===== config.mk =====
export PLATFORM = sky130hd
export DESIGN_NAME = timer_group
export DESIGN_NICKNAME = d
export VERILOG_FILES = /design/src/logic/timer_group_pkg.sv /design/src/logic/timer_if.sv /design/src/logic/timer_group.sv /design/src/logic/pin_sync.sv /design/src/logic/timer_unit.sv
export SDC_FILE = /design/constraint.sdc
export NUM_CORES = 1
export LEC_CHECK = 0
export ABC_AREA = 1
export BUFFER_PORTS_ARGS = -buffer_cell sky130_fd_sc_hd__buf_2
export CAP_MARGIN = 0
export CORE_ASPECT_RATIO = 0.8
export CORE_UTILIZATION = 50
export CTS_CLUSTER_DIAMETER = 50
export DETAILED_ROUTE_END_ITERATION = 10
export PLACE_DENSITY = 0.73
export SYNTH_ARGS = -nofsm -noshare
export SYNTH_HDL_FRONTEND = slang
export SYNTH_SLANG_ARGS = --single-unit
export TNS_END_PERCENT = 20

===== constraint.sdc =====
create_clock -name CLK -period 6.2 [get_ports CLK]
set_input_delay 1.24 -clock CLK [delete_from_list [all_inputs] [get_ports CLK]]
set_output_delay 1.24 -clock CLK [all_outputs]
set_load 0.005 [all_outputs]

===== src/logic/timer_group_pkg.sv =====
// Constants and types shared by the three-timer group
package timer_group_pkg;
  localparam int W = 16;
  localparam int NT = 3;
  localparam int ADDR_W = 4;
  localparam logic [W-1:0] ALL_ONES = 16'hFFFF;
  localparam logic [W-1:0] CTRL_RST = 16'h0000;
  // Timing
  localparam int CLK_PERIOD_NS = 4;
  localparam int MIN_RES_CYCLES = 4;
  localparam int BASE_LOG2 = $clog2(MIN_RES_CYCLES);
  localparam int PS_W = 3;
  localparam int DIV_W = BASE_LOG2 + (1 << PS_W);
  localparam logic [DIV_W-1:0] DIV_BASE = DIV_W'(MIN_RES_CYCLES);
  // Register indexes
  localparam logic [ADDR_W-1:0] A_CTRL0 = 4'h0;
  localparam logic [ADDR_W-1:0] A_VAL0 = 4'h3;
  localparam logic [ADDR_W-1:0] A_STATUS = 4'h6;
  localparam logic [ADDR_W-1:0] A_MASK = 4'h7;
  localparam logic [ADDR_W-1:0] A_LATCH = 4'h8;
  // Control fields
  localparam int MODE_LSB = 0;
  localparam int DIR_SW = 2;
  localparam int DIR_EXT = 3;
  localparam int RUN = 4;
  localparam int GATE_LVL = 5;
  localparam int PS_LSB = 6;
  localparam int EDGE_RISE = 9;
  localparam int EDGE_FALL = 10;
  localparam int FUNC_LSB = 11;
  localparam int LATCH_CLK = 13;
  localparam int RLD_RISE = 14;
  localparam int RLD_FALL = 15;
  // Status and latch fields
  localparam int NST = 5;
  localparam int ST_CAP_A = 3;
  localparam int ST_CAP_B = 4;
  localparam int LT_STATE = 0;
  localparam int LT_OE = 1;
  typedef enum logic [1:0] {
    M_TIMER = 2'h0, M_GATED = 2'h1, M_COUNTER = 2'h2, M_INCR = 2'h3
  } mode_t;
  typedef enum logic [1:0] {
    F_NORMAL = 2'h0, F_CAPTURE = 2'h1, F_RELOAD = 2'h2, F_SPARE = 2'h3
  } func_t;
endpackage


===== src/logic/timer_if.sv =====
// Control and status bundle between the group and one timer
interface timer_if;
  import timer_group_pkg::*;
  logic en;
  logic up;
  logic ld;
  logic [W-1:0] ld_val;
  logic [W-1:0] val;
  logic ovf;
  logic unf;
  modport ctl (output en, up, ld, ld_val, input val, ovf, unf);
  modport cnt (input en, up, ld, ld_val, output val, ovf, unf);
endinterface


===== src/logic/timer_group.sv =====
// Three-timer group: core timer, two auxiliary timers, registers, irq

module timer_group import timer_group_pkg::*; (
  input wire logic CLK,
  input wire logic RESET,
  input wire logic [ADDR_W-1:0] ADDR,
  input wire logic [W-1:0] WDATA,
  input wire logic WR,
  input wire logic RD,
  output logic [W-1:0] RDATA,
  input wire logic [NT-1:0] COUNT_IN,
  input wire logic [NT-1:0] DIR_IN,
  output logic TOGGLE_OUT,
  output logic TOGGLE_OE,
  output logic IRQ
);
  logic [W-1:0] ctrl_reg [NT];
  logic [W-1:0] val [NT];
  logic [W-1:0] ld_val [NT];
  logic [W-1:0] rdata_reg;
  logic [NST-1:0] status_reg, mask_reg, st_set, st_clr;
  logic latch_reg, latch_q_reg, pin_en_reg;
  logic [DIV_W-1:0] div_reg;
  logic [NT-1:0] cin, din, cin_q_reg, din_q_reg;
  logic [NT-1:0] en, up, ld, wrap, in_edge, ev;
  logic [NT-1:0] pend_reg, pend_up_reg, cap, rl, vwr;
  logic base_tick, latch_rise, latch_fall, latch_tog, latch_wr;

  timer_if tif [NT] ();

  // ----------------------------------------
  // Input synchronisers
  // ----------------------------------------
  pin_sync #(.N(2 * NT)) u_sync (
    .clk(CLK),
    .reset(RESET),
    .pin_in({DIR_IN, COUNT_IN}),
    .pin_out({din, cin})
  );

  always_ff @(posedge CLK) begin
    if (RESET) begin
      cin_q_reg <= '0;
      din_q_reg <= '0;
    end else begin
      cin_q_reg <= cin;
      din_q_reg <= din;
    end
  end

  // ----------------------------------------
  // Base divider
  // ----------------------------------------
  always_ff @(posedge CLK) begin
    if (RESET) begin
      div_reg <= '0;
    end else begin
      div_reg <= div_reg + 1'b1;
    end
  end

  assign base_tick = (div_reg[BASE_LOG2-1:0] == '0);

  // ----------------------------------------
  // Core toggle latch
  // ----------------------------------------
  assign latch_wr = WR && (ADDR == A_LATCH);

  always_ff @(posedge CLK) begin
    if (RESET) begin
      latch_reg <= 1'b0;
      pin_en_reg <= 1'b0;
    end else if (latch_wr) begin
      latch_reg <= WDATA[LT_STATE];
      pin_en_reg <= WDATA[LT_OE];
    end else if (wrap[0]) begin
      latch_reg <= ~latch_reg;
    end
  end

  always_ff @(posedge CLK) begin
    if (RESET) begin
      latch_q_reg <= 1'b0;
    end else begin
      latch_q_reg <= latch_reg;
    end
  end

  assign latch_rise = latch_reg & ~latch_q_reg;
  assign latch_fall = ~latch_reg & latch_q_reg;
  assign latch_tog = latch_rise | latch_fall;
  assign TOGGLE_OUT = latch_reg;
  assign TOGGLE_OE = pin_en_reg;

  // ----------------------------------------
  // Per-timer count control
  // ----------------------------------------
  for (genvar g = 0; g < NT; g++) begin : g_tmr
    logic [W-1:0] c;
    logic [PS_W-1:0] ps;
    logic [DIV_W-1:0] pmask;
    logic tick, dir_up, quad_up, quad_ev, gate_ok, run_ok;
    mode_t mode;
    func_t func;

    assign c = ctrl_reg[g];
    assign mode = mode_t'(c[MODE_LSB +: 2]);
    assign func = (g == 0) ? F_NORMAL : func_t'(c[FUNC_LSB +: 2]);
    assign ps = c[PS_LSB +: PS_W];
    assign pmask = (DIV_BASE << ps) - 1'b1;
    assign tick = ((div_reg & pmask) == '0);
    assign gate_ok = (cin[g] == c[GATE_LVL]);
    assign dir_up = ~(c[DIR_SW] ^ (c[DIR_EXT] & din[g]));
    assign quad_ev = (cin[g] ^ cin_q_reg[g]) | (din[g] ^ din_q_reg[g]);
    assign quad_up = cin_q_reg[g] ^ din[g];
    assign in_edge[g] = (cin[g] & ~cin_q_reg[g] & c[EDGE_RISE])
                      | (~cin[g] & cin_q_reg[g] & c[EDGE_FALL]);

    // Event sources; latch clocking chains an aux timer to the core
    always_comb begin
      if (mode == M_INCR) begin
        ev[g] = quad_ev;
      end else if (mode == M_COUNTER) begin
        if (g != 0 && c[LATCH_CLK]) begin
          ev[g] = latch_tog;
        end else begin
          ev[g] = in_edge[g];
        end
      end else begin
        ev[g] = 1'b0;
      end
    end

    // Events wait for the next base tick
    always_ff @(posedge CLK) begin
      if (RESET) begin
        pend_reg[g] <= 1'b0;
        pend_up_reg[g] <= 1'b0;
      end else if (ev[g]) begin
        pend_reg[g] <= 1'b1;
        pend_up_reg[g] <= (mode == M_INCR) ? quad_up : dir_up;
      end else if (base_tick) begin
        pend_reg[g] <= 1'b0;
      end
    end

    assign run_ok = c[RUN] & (func == F_NORMAL);

    always_comb begin
      case (mode)
        M_TIMER: en[g] = run_ok & tick;
        M_GATED: en[g] = run_ok & tick & gate_ok;
        default: en[g] = run_ok & pend_reg[g] & base_tick;
      endcase
    end

    assign up[g] = (mode == M_TIMER || mode == M_GATED) ? dir_up
                 : pend_up_reg[g];
    assign cap[g] = (func == F_CAPTURE) & in_edge[g];
    assign rl[g] = (func == F_RELOAD) & (in_edge[g]
                 | (c[RLD_RISE] & latch_rise)
                 | (c[RLD_FALL] & latch_fall));
    assign vwr[g] = WR && (ADDR == A_VAL0 + ADDR_W'(g));

    assign tif[g].en = en[g];
    assign tif[g].up = up[g];
    assign tif[g].ld = ld[g];
    assign tif[g].ld_val = ld_val[g];
    assign val[g] = tif[g].val;
    assign wrap[g] = tif[g].ovf | tif[g].unf;

    timer_unit u_unit (
      .clk(CLK),
      .reset(RESET),
      .t(tif[g])
    );
  end

  // ----------------------------------------
  // Load paths: software, capture, reload
  // ----------------------------------------
  always_comb begin
    ld[0] = vwr[0] | rl[1] | rl[2];
    if (vwr[0]) begin
      ld_val[0] = WDATA;
    end else if (rl[1]) begin
      ld_val[0] = val[1];
    end else begin
      ld_val[0] = val[2];
    end
    for (int k = 1; k < NT; k++) begin
      ld[k] = vwr[k] | cap[k];
      ld_val[k] = vwr[k] ? WDATA : val[0];
    end
  end

  // ----------------------------------------
  // Control registers
  // ----------------------------------------
  always_ff @(posedge CLK) begin
    if (RESET) begin
      for (int k = 0; k < NT; k++) begin
        ctrl_reg[k] <= CTRL_RST;
      end
      mask_reg <= '0;
    end else if (WR) begin
      for (int k = 0; k < NT; k++) begin
        if (ADDR == A_CTRL0 + ADDR_W'(k)) begin
          ctrl_reg[k] <= WDATA;
        end
      end
      if (ADDR == A_MASK) begin
        mask_reg <= WDATA[NST-1:0];
      end
    end
  end

  // ----------------------------------------
  // Status and interrupt
  // ----------------------------------------
  assign st_set = {cap[2], cap[1], wrap};
  assign st_clr = (WR && ADDR == A_STATUS) ? WDATA[NST-1:0] : '0;

  always_ff @(posedge CLK) begin
    if (RESET) begin
      status_reg <= '0;
    end else begin
      status_reg <= (status_reg & ~st_clr) | st_set;
    end
  end

  assign IRQ = |(status_reg & mask_reg);

  // ----------------------------------------
  // Read port
  // ----------------------------------------
  always_ff @(posedge CLK) begin
    if (RESET || !RD) begin
      rdata_reg <= '0;
    end else if (ADDR < A_VAL0) begin
      rdata_reg <= ctrl_reg[2'(ADDR - A_CTRL0)];
    end else if (ADDR < A_STATUS) begin
      rdata_reg <= val[2'(ADDR - A_VAL0)];
    end else if (ADDR == A_STATUS) begin
      rdata_reg <= W'(status_reg);
    end else if (ADDR == A_MASK) begin
      rdata_reg <= W'(mask_reg);
    end else if (ADDR == A_LATCH) begin
      rdata_reg <= W'({pin_en_reg, latch_reg});
    end else begin
      rdata_reg <= '0;
    end
  end

  assign RDATA = rdata_reg;
endmodule // timer_group


===== src/logic/pin_sync.sv =====
// Three-stage pin synchroniser with agreement filter
module pin_sync import timer_group_pkg::*; #(
  parameter int N = 1
) (
  input wire logic clk,
  input wire logic reset,
  input wire logic [N-1:0] pin_in,
  output logic [N-1:0] pin_out
);
  logic [N-1:0] s1_reg, s2_reg, s3_reg, out_reg;

  always_ff @(posedge clk) begin
    if (reset) begin
      s1_reg <= '0;
      s2_reg <= '0;
      s3_reg <= '0;
      out_reg <= '0;
    end else begin
      s1_reg <= pin_in;
      s2_reg <= s1_reg;
      s3_reg <= s2_reg;
      // Take a bit only when stages two and three agree
      out_reg <= (s2_reg & s3_reg) | (out_reg & (s2_reg | s3_reg));
    end
  end

  assign pin_out = out_reg;
endmodule // pin_sync


===== src/logic/timer_unit.sv =====
// One 16-bit up/down timer with load and wrap flags
module timer_unit import timer_group_pkg::*; (
  input wire logic clk,
  input wire logic reset,
  timer_if.cnt t
);
  logic [W-1:0] val_reg;

  always_ff @(posedge clk) begin
    if (reset) begin
      val_reg <= '0;
    end else if (t.ld) begin
      val_reg <= t.ld_val;
    end else if (t.en) begin
      val_reg <= t.up ? val_reg + 1'b1 : val_reg - 1'b1;
    end
  end

  assign t.val = val_reg;
  assign t.ovf = t.en & ~t.ld & t.up & (val_reg == ALL_ONES);
  assign t.unf = t.en & ~t.ld & ~t.up & (val_reg == '0);
endmodule // timer_unit


==> results of run 1 <==
-- power breakdown --
group	internal [uW]	leakage, uW	total, uW	switching (uW)
clock	551	0.000289	1080	532
sequential	1200	0.00145	1290	89.7
combinational	226	0.00368	678	452
-- kinds of logic after synthesis --
| family | Yosys count | synth area share |
|---|---|---|
| simple gates | 825 | 0.307 |
| buf+inv | 234 | 0.0850 |
| flops | 170 | 0.344 |
| mux | 1 | 0.000887 |
| fa+ha+maj | 59 | 0.0674 |
| xor+xnor | 22 | 0.0171 |
| compound gates | 363 | 0.179 |
-- per-stage QoR --
| step | std cells | instance area (um2) |
|---|---|---|
| final | 2005 | 12200 |
| after global routing | 2005 | 12200 |
| after CTS | 2005 | 12200 |
| after detailed placement | 1973 | 11700 |
| after global placement | 1973 | 11700 |
| after floorplan | 1674 | 11300 |
-- critical path, stage by stage --
cell     delay [ns]
buf_2          0.19
inv_1          0.58
ha_1           0.31
nand3_2        0.46
nand2_1        0.72
inv_2          0.28
nand2_4        0.23
inv_1          0.22
nand2_1        0.11
a21oi_1        0.07
-- worst paths after layout --
check,to,slack [ns],cells past startpoint
max reg2reg,g_tmr[0].u_unit.t.val[10],3.08,14
min,u_sync.s2_reg[2],0.40,2
min reg2reg,u_sync.s2_reg[2],0.40,2
max,g_tmr[2].u_unit.t.val[5],2.04,10
-- placed cells by master, fill, tap and decap left out, drive strengths merged, types with 5 or more instances in the layout --
cell / count
nand2: 435
nor2: 197
inv: 185
o21ai: 158
nand3: 137
a21oi: 134
dfxtp: 122
ha: 56
buf: 54
edfxtp: 48
o211ai: 34
nand4: 20
clkbuf: 18
nor3: 15
xor2: 14
or2: 9
xnor2: 8
clkinv: 7
a31oi: 6
nor4: 6
a21o: 5
a211oi: 5
-- final cells by class --
type / instances / area, um2
Fill cell: 2149 / 9620
Multi-Input combinational cell: 1270 / 6440
Sequential cell: 170 / 3880
Inverter: 179 / 673
Clock buffer: 18 / 439
Tap cell: 300 / 375
Timing Repair Buffer: 54 / 285
Clock inverter: 14 / 148
-- layer usage --
layer | routed length, um | GRT usage | part of all wire | vias to the layer above
met2 | 15600 | 0.488 | 0.41 | 666
met1 | 17400 | 0.490 | 0.46 | 5370
li1 | - | - | - | 5625
met5 | 0 | 0 | 0 | -
met3 | 4020 | 0.0702 | 0.11 | 91
met4 | 1110 | 0.111 | 0.029 | 0
==> run metrics, run 1 <==
WL/cell=19.0 um; crit path time final=4.16 ns; Async SR Flop Fraction=0; Post-Syn Area=0.0113 mm2; Lkg Pwr=0.00542 uW; Critical Path RT=6.49 ns; Core Area=0.0219 mm2; min-delay worst type=register to register; # Post-CTS Setup Buffers=0; number of synthesized flops with an enable pin=48; H-Tree Depth=4; Clock Latency Late Sink=0.44 ns; Detail Placement HPWL=28700 um; Routed Antenna Nets=0; Post-Synthesis Cells=1674; number of diodes=0; Pwr Total=3050 uW; hold slack=0.404 ns; Die Y=136 um; buffer depth of the longest clock path=2; YS warnings=0; Worst slew margin=0.283; setup ws final=2.04 ns; CP endpoint kind=register; DR iter-0 viols=1662; vias in the first global route=10480; crit path launch=ADDR[1]; Hold Violations, Final=0; Total GRT Usage=0.336; Die ar.=0.0232 mm2; CTS-repair resized insts=0; HP Start=u_sync.s1_reg[2]; nets=1781; critical path data arrival time=4.45 ns; Max Slew Vio Count=0; FF-to-FF Start=ctrl_reg[0][1]; Hold-fix buffers, CTS=0; crit start category=input port; initial antenna violation count=0; synthesis-stage register bit count=170; Worst VDD drop=194 uV; status=finished, final reports clean; synth unique cells=53; RePlAce Congestion=0.982; Synth top area share=0.217; Seq/Total Area, Yosys=0.344; Max Freq=240 MHz; global-route wire length before repair=58900 um; total grt overflow=0; PortBufs=48; total number of vias=11752; Area contributors post-synth=dfxtp_1, nand2_1, edfxtp_1; Clock Skew=0.0162 ns; crit-path max FO=33; clk sinks=170; clock root buffer=clkbuf_16; Final Cycle Share=0.671; pwr dens=249 mW/mm2; fraction of layout cells with a size suffix above 1=0.0663; worst slew pin tran=1.07 ns; max-cap violation count=0; worst slack, placed=1.73 ns; # rows=48; Starting Density=0.516; syn_area_per_cell=6.74 um2; DRT Wirelength=38200 um; 1st-pass router iterations=6; Synth area leader=dfxtp_1; drt via density=5.86; drc violations=0; RSZ-0062 raised after global routing=false; Most used DFF post-synth=dfxtp_1; Layout Utilization=0.560; most common cell in the netlist=nand2_1; CTS tree=done; Synthesized Nets=1763; Layout area overhead=8.53%; IO Pins=49; Post-synth top cells=nand2_1, nor2_1, inv_1; Finish-stage setup viols=0; Crit Path Class=input port to register; Worst-path clk slew=0.08 ns; largest net degree at the start of global routing=65; width of the die=170 um; Num CTS Buffers=17; Fin Setup TNS=0 ns
Power figures use the tool's default switching activity.
==> run 2, diff against run 1 <==
--- a/config.mk
+++ b/config.mk
@@ -12,7 +12,7 @@
 export CORE_UTILIZATION = 50
 export CTS_CLUSTER_DIAMETER = 50
 export DETAILED_ROUTE_END_ITERATION = 10
-export PLACE_DENSITY = 0.73
+export PLACE_DENSITY = 0.75
 export SYNTH_ARGS = -nofsm -noshare
 export SYNTH_HDL_FRONTEND = slang
 export SYNTH_SLANG_ARGS = --single-unit
==> constraint.sdc (replaced) <==
create_clock -name CLK -period 3.5 [get_ports CLK]
set_input_delay 0.7 -clock CLK [delete_from_list [all_inputs] [get_ports CLK]]
set_output_delay 0.7 -clock CLK [all_outputs]
set_load 0.005 [all_outputs]
==> run 2 against run 1 <==
Effect of this change:
- power grew 75%
- critical path depth grew 3
- core utilization grew 0.35 points
- flip-flop and latch count is the same
- design area grew 0.63%
- via count grew 0.90%
- first-iteration DRC count grew 24%
- die area is the same
- register-to-register slack lost 2.7 ns
- worst setup slack lost 1.6 ns
- wire length shrank 2.9%
==> run metrics, run 2 (synthesized netlist as in run 1, its figures left out) <==
crit-path max FO=18; Pint=3480 uW; WL/cell=18.4 um; PortBufs=48; Detail Placement HPWL=28000 um; Total GRT Usage=0.326; Worst setup endpoint=g_tmr[2].u_unit.t.val[6]; drc violations=0; crit start category=register; DRT Wirelength=37100 um; FILL cells=2182; CP endpoint kind=register; critical path data arrival time=3.47 ns; Layout area overhead=9.22%; crit path launch=ctrl_reg[2][3]; total number of vias=11858; fraction of layout cells with a size suffix above 1=0.0728; DR iter-0 viols=2067; vias in the first global route=10431; Die ar.=0.0232 mm2; RePlAce Congestion=1.00; commonest cells after routing, fill and taps aside=nand2_1, nor2_1, inv_1, o21ai_0; Flop pwr share=0.423; Starting Density=0.516; clk sinks=170; Clock Skew=0.00720 ns; CTS-repair resized insts=0; # Post-CTS Setup Buffers=0; number of diodes=0; setup ws final=0.406 ns; Max Slew Vio Count=0; Crit Path Class=register to register; buffer depth of the longest clock path=2; Worst slew margin=0.456; nets=1793; Routed Antenna Nets=0; pwr dens=434 mW/mm2; Sw Ratio=0.350; crit path time final=3.09 ns; Reg2Reg Capture Point=g_tmr[2].u_unit.t.val[6]; total grt overflow=0; most common library cell in the layout ignoring fill and taps=nand2_1; part of the power in combinational logic=0.227; Reg2Reg Depth=13; Hold-fix buffers, CTS=0; Lkg Pwr=0.00546 uW; min-delay worst type=register to register; Core Area=0.0219 mm2; IO Pins=49; global-route wire length before repair=57400 um; status=finished, final reports clean; Sw Pwr=1870 uW; H-Tree Depth=4; clock root buffer=clkbuf_16; width of the die=170 um; Critical Path RT=3.87 ns; largest net degree at the start of global routing=64; Worst-path clk slew=0.07 ns; initial antenna violation count=1; Hold Violations, Final=0; Clock Power Share=0.350; Worst VDD drop=383 uV; Finish-stage setup viols=0; CTS tree=done; Clock Latency Late Sink=0.44 ns; FF-to-FF Start=ctrl_reg[2][3]; Final Cycle Share=0.884; 1st-pass router iterations=6; Die Y=136 um; max-cap violation count=0; r2r setup slk=0.41 ns; Fin Setup TNS=0 ns; worst slew pin tran=0.815 ns; drt via density=5.88; RSZ-0062 raised after global routing=false; Num CTS Buffers=17; # rows=48; Max Freq=323 MHz; worst slack, placed=0.511 ns
run 2: cell types whose count changed in the layout (fill, tap and decap cells not counted), sizes merged:
cell,previous run,this run
clkinvlp,1,3
clkbuf,18,17
clkinv,7,6
buf,54,66
run 2: metal layers:
layer  global-route usage  share of wire  wire length (um)  up-vias
met4                0.120          0.029              1080        0
met5                    0              0                 0        -
met1                0.471           0.43             16000     5328
li1                     -              -                 -     5644
met3               0.0795           0.13              5000       85
met2                0.465           0.40             15000      801
run 2: critical path: stages, from the launching register on:
cell	delay (ns)
edfxtp_1	0.46
nand2_1	0.12
xor2_1	0.15
inv_1	0.07
nand2_1	0.08
nand2_1	0.44
ha_1	0.56
a21oi_1	0.25
nand2_1	0.18
nand2_1	0.09
nand2_1	0.07
xor2_1	0.28
o21ai_0	0.15
a21oi_1	0.13
run 2: final cells by class:
| class | count | area (um2) | area share |
|---|---|---|---|
| clock buffer | 17 | 425 | 0.0345 |
| clock inverter | 15 | 149 | 0.0121 |
| inverter | 179 | 673 | 0.0546 |
| multi-input combinational | 1270 | 6440 | 0.523 |
| sequential | 170 | 3880 | 0.315 |
| tap | 300 | 375 | 0.0305 |
| timing repair buffer | 66 | 375 | 0.0305 |
run 2: how the worst min path moves through the flow:
stage	cells past startpoint	slack [ns]	start	endpoint
after floorplan	2	0.39	u_sync.s1_reg[0]	u_sync.s2_reg[0]
after global placement	2	0.39	u_sync.s1_reg[2]	u_sync.s2_reg[2]
after detailed placement	2	0.40	u_sync.s1_reg[4]	u_sync.s2_reg[4]
after CTS	2	0.41	u_sync.s1_reg[4]	u_sync.s2_reg[4]
after global routing	2	0.43	u_sync.s1_reg[1]	u_sync.s2_reg[1]
final	2	0.40	u_sync.s1_reg[4]	u_sync.s2_reg[4]
run 2: power by group through the flow:
stage          sequential, uW  clock (uW)  combinational, uW
2_1_floorplan            2230           0                885
3_3_place_gp             2290           0               1160
3_5_place_dp             2290           0               1180
4_1_cts                  2250        1870               1180
5_1_grt                  2270        1960               1360
6_report                 2260        1870               1210
run 2: through the flow:
step           hold slack, ns  total power [uW]  instance area, um2  instances   util
2_1_floorplan           0.388              3120               11300       1674      -
5_1_grt                 0.425              5580               12300       2017  0.564
6_report                0.402              5350               12300       2017  0.564
3_5_place_dp            0.399              3470               11700       1985  0.537
4_1_cts                 0.407              5310               12300       2017  0.564
3_3_place_gp            0.388              3450               11700       1985  0.537
==> run 3, diff against run 2 <==
--- a/config.mk
+++ b/config.mk
@@ -10,9 +10,10 @@
 export CAP_MARGIN = 0
 export CORE_ASPECT_RATIO = 0.8
 export CORE_UTILIZATION = 50
+export CTS_BUF_LIST = sky130_fd_sc_hd__clkbuf_2
 export CTS_CLUSTER_DIAMETER = 50
 export DETAILED_ROUTE_END_ITERATION = 10
-export PLACE_DENSITY = 0.75
+export PLACE_DENSITY = 0.69
 export SYNTH_ARGS = -nofsm -noshare
 export SYNTH_HDL_FRONTEND = slang
 export SYNTH_SLANG_ARGS = --single-unit
==> run 3 against run 2 <==
Effect of this change:
- global-route usage is 0.087 points higher
- clock power shrank 43%
- power is 15% lower
- wire length up 1.5%
- combinational power about the same
- cell count rose by 0.30%
- count of clock-buffer cells in the layout is the same
- worst setup slack improved by 0.058 ns
- clock skew rose by 0.029 ns
- first-iteration DRC count is 19% lower
- maximum frequency increased by 1.9%
- critical endpoint is now g_tmr[0].u_unit.t.val[8]
- largest cell class unchanged
- highest routed layer unchanged
==> run metrics, run 3 (synthesized netlist as in run 1, its figures left out) <==
pwr dens=379 mW/mm2; DP Cell Count=1986; Sw Ratio=0.393; FF-to-FF Start=ctrl_reg[0][1]; WL/cell=18.6 um; CTS tree=done; Pwr Total=4570 uW; Clock Power Share=0.235; Reg2Reg Depth=14; setup ws final=0.464 ns; crit-path max FO=17; initial antenna violation count=1; max-cap violation count=0; Max Freq=329 MHz; Max Slew Vio Count=0; Layout area overhead=6.72%; Hold Violations, Final=0; drt via density=5.83; DRT Wirelength=37600 um; 1st-pass router iterations=8; largest net degree at the start of global routing=64; Core Area=0.0219 mm2; status=finished, final reports clean; Worst-path clk slew=0.28 ns; min-delay worst type=input port to register; Clock Skew=0.0366 ns; HP Start=COUNT_IN[0]; Worst VDD drop=198 uV; Starting Density=0.516; # rows=48; H-Tree Depth=4; crit path time final=3.04 ns; Pint=2770 uW; Die ar.=0.0232 mm2; DR iter-0 viols=1680; RSZ-0062 raised after global routing=false; most common library cell in the layout ignoring fill and taps=nand2_1; worst slack, placed=0.458 ns; Total GRT Usage=0.327; met3 usage=0.0629; global-route wire length before repair=57100 um; IO Pins=49; clock root buffer=clkbuf_2; Hold Path Stages=3; # Post-CTS Setup Buffers=0; Die Y=136 um; r2r setup slk=0.46 ns; fraction of layout cells with a size suffix above 1=0.0732; commonest cells after routing, fill and taps aside=nand2_1, nor2_1, inv_1, o21ai_0; crit start category=register; nets=1798; part of the power in combinational logic=0.266; Area after DPL=0.0118 mm2; fin area=0.0120 mm2; Crit Path Class=register to register; vias in the first global route=9980; Critical Path RT=4.23 ns; Fin Setup TNS=0 ns; FILL cells=2252; total grt overflow=0; met1 GRT Util=0.491; Clock Latency Late Sink=0.80 ns; Final Cycle Share=0.867; GRT busiest layer=met1; Sw Pwr=1790 uW; RePlAce Congestion=0.981; total number of vias=11786; drc violations=0; Finish-stage setup viols=0; PortBufs=48; Lkg Pwr=0.00535 uW; Detail Placement HPWL=28100 um; clk sinks=170; buffer depth of the longest clock path=2; Hold Path Sink=u_sync.s1_reg[0]; Flop pwr share=0.499; Reg2Reg Capture Point=g_tmr[0].u_unit.t.val[8]; worst slew pin tran=0.849 ns; final cell count without fillers=2023; Worst slew margin=0.433; Num CTS Buffers=17; CP endpoint kind=register; critical path data arrival time=3.77 ns; width of the die=170 um; GR Util met2=0.466; Routed Antenna Nets=0
run 3: power groups by stage:
stage               combinational [uW]  clock, uW  sequential, uW
floorplan                          885          0            2230
global placement                  1170          0            2300
detailed placement                1180          0            2300
CTS                               1180       1080            2270
global route                      1360       1160            2280
finish                            1220       1070            2280
run 3: worst max path at each step:
stage,from,to,cells after the start,slack [ns]
2_1_floorplan,ADDR[0],ctrl_reg[2][0],6,0.34
3_3_place_gp,ctrl_reg[2][3],g_tmr[2].u_unit.t.val[13],15,0.47
3_5_place_dp,ctrl_reg[2][3],g_tmr[2].u_unit.t.val[13],15,0.46
4_1_cts,u_sync.pin_out[5],g_tmr[2].u_unit.t.val[13],16,0.42
5_1_grt,ctrl_reg[0][1],g_tmr[0].u_unit.t.val[14],15,0.13
6_report,ctrl_reg[0][1],g_tmr[0].u_unit.t.val[8],14,0.46
run 3: per-layer routing:
metal,wire length (um),vias up,part of all wire
met5,0,-,0
met4,911,0,0.024
met3,4270,79,0.11
met2,15200,646,0.40
met1,17200,5410,0.46
li1,-,5651,-
run 3: what timing repair did:
| action | in CTS | in global routing |
|---|---|---|
| hold buffers | 0 | 4 |
| endpoints found under the setup margin | 0 | 1 |
| endpoints found under the hold margin | 0 | 4 |
| resized for setup | 0 | 1 |
run 3: stage by stage:
step           hold WS (ns)   util
4_1_cts              0.0131  0.549
5_1_grt            0.000178  0.551
3_5_place_dp          0.396  0.538
3_3_place_gp          0.391  0.538
2_1_floorplan         0.388      -
6_report             0.0706  0.551
run 3: area by class of cell:
type                            count  area, um2  area share
Inverter                          179        673      0.0559
Antenna cell                        1       2.50    0.000208
Clock inverter                     15        155      0.0129
Multi-Input combinational cell   1270       6440       0.535
Sequential cell                   170       3880       0.323
Clock buffer                       17       85.1     0.00707
Tap cell                          300        375      0.0312
Timing Repair Buffer               71        423      0.0351
run 3: worst max-delay path, stage by stage, from the launching register on:
cell and delay [ns]:
edfxtp_1 0.49, inv_1 0.18, or2_0 0.13, nand2_1 0.50
ha_1 0.60, a21oi_1 0.23, nand2_1 0.16, nand2_1 0.09
nand2_1 0.10, nand3_1 0.12, nand3b_1 0.08, nand3_1 0.10
nand2_1 0.06, nor2_1 0.09, nor2_1 0.04
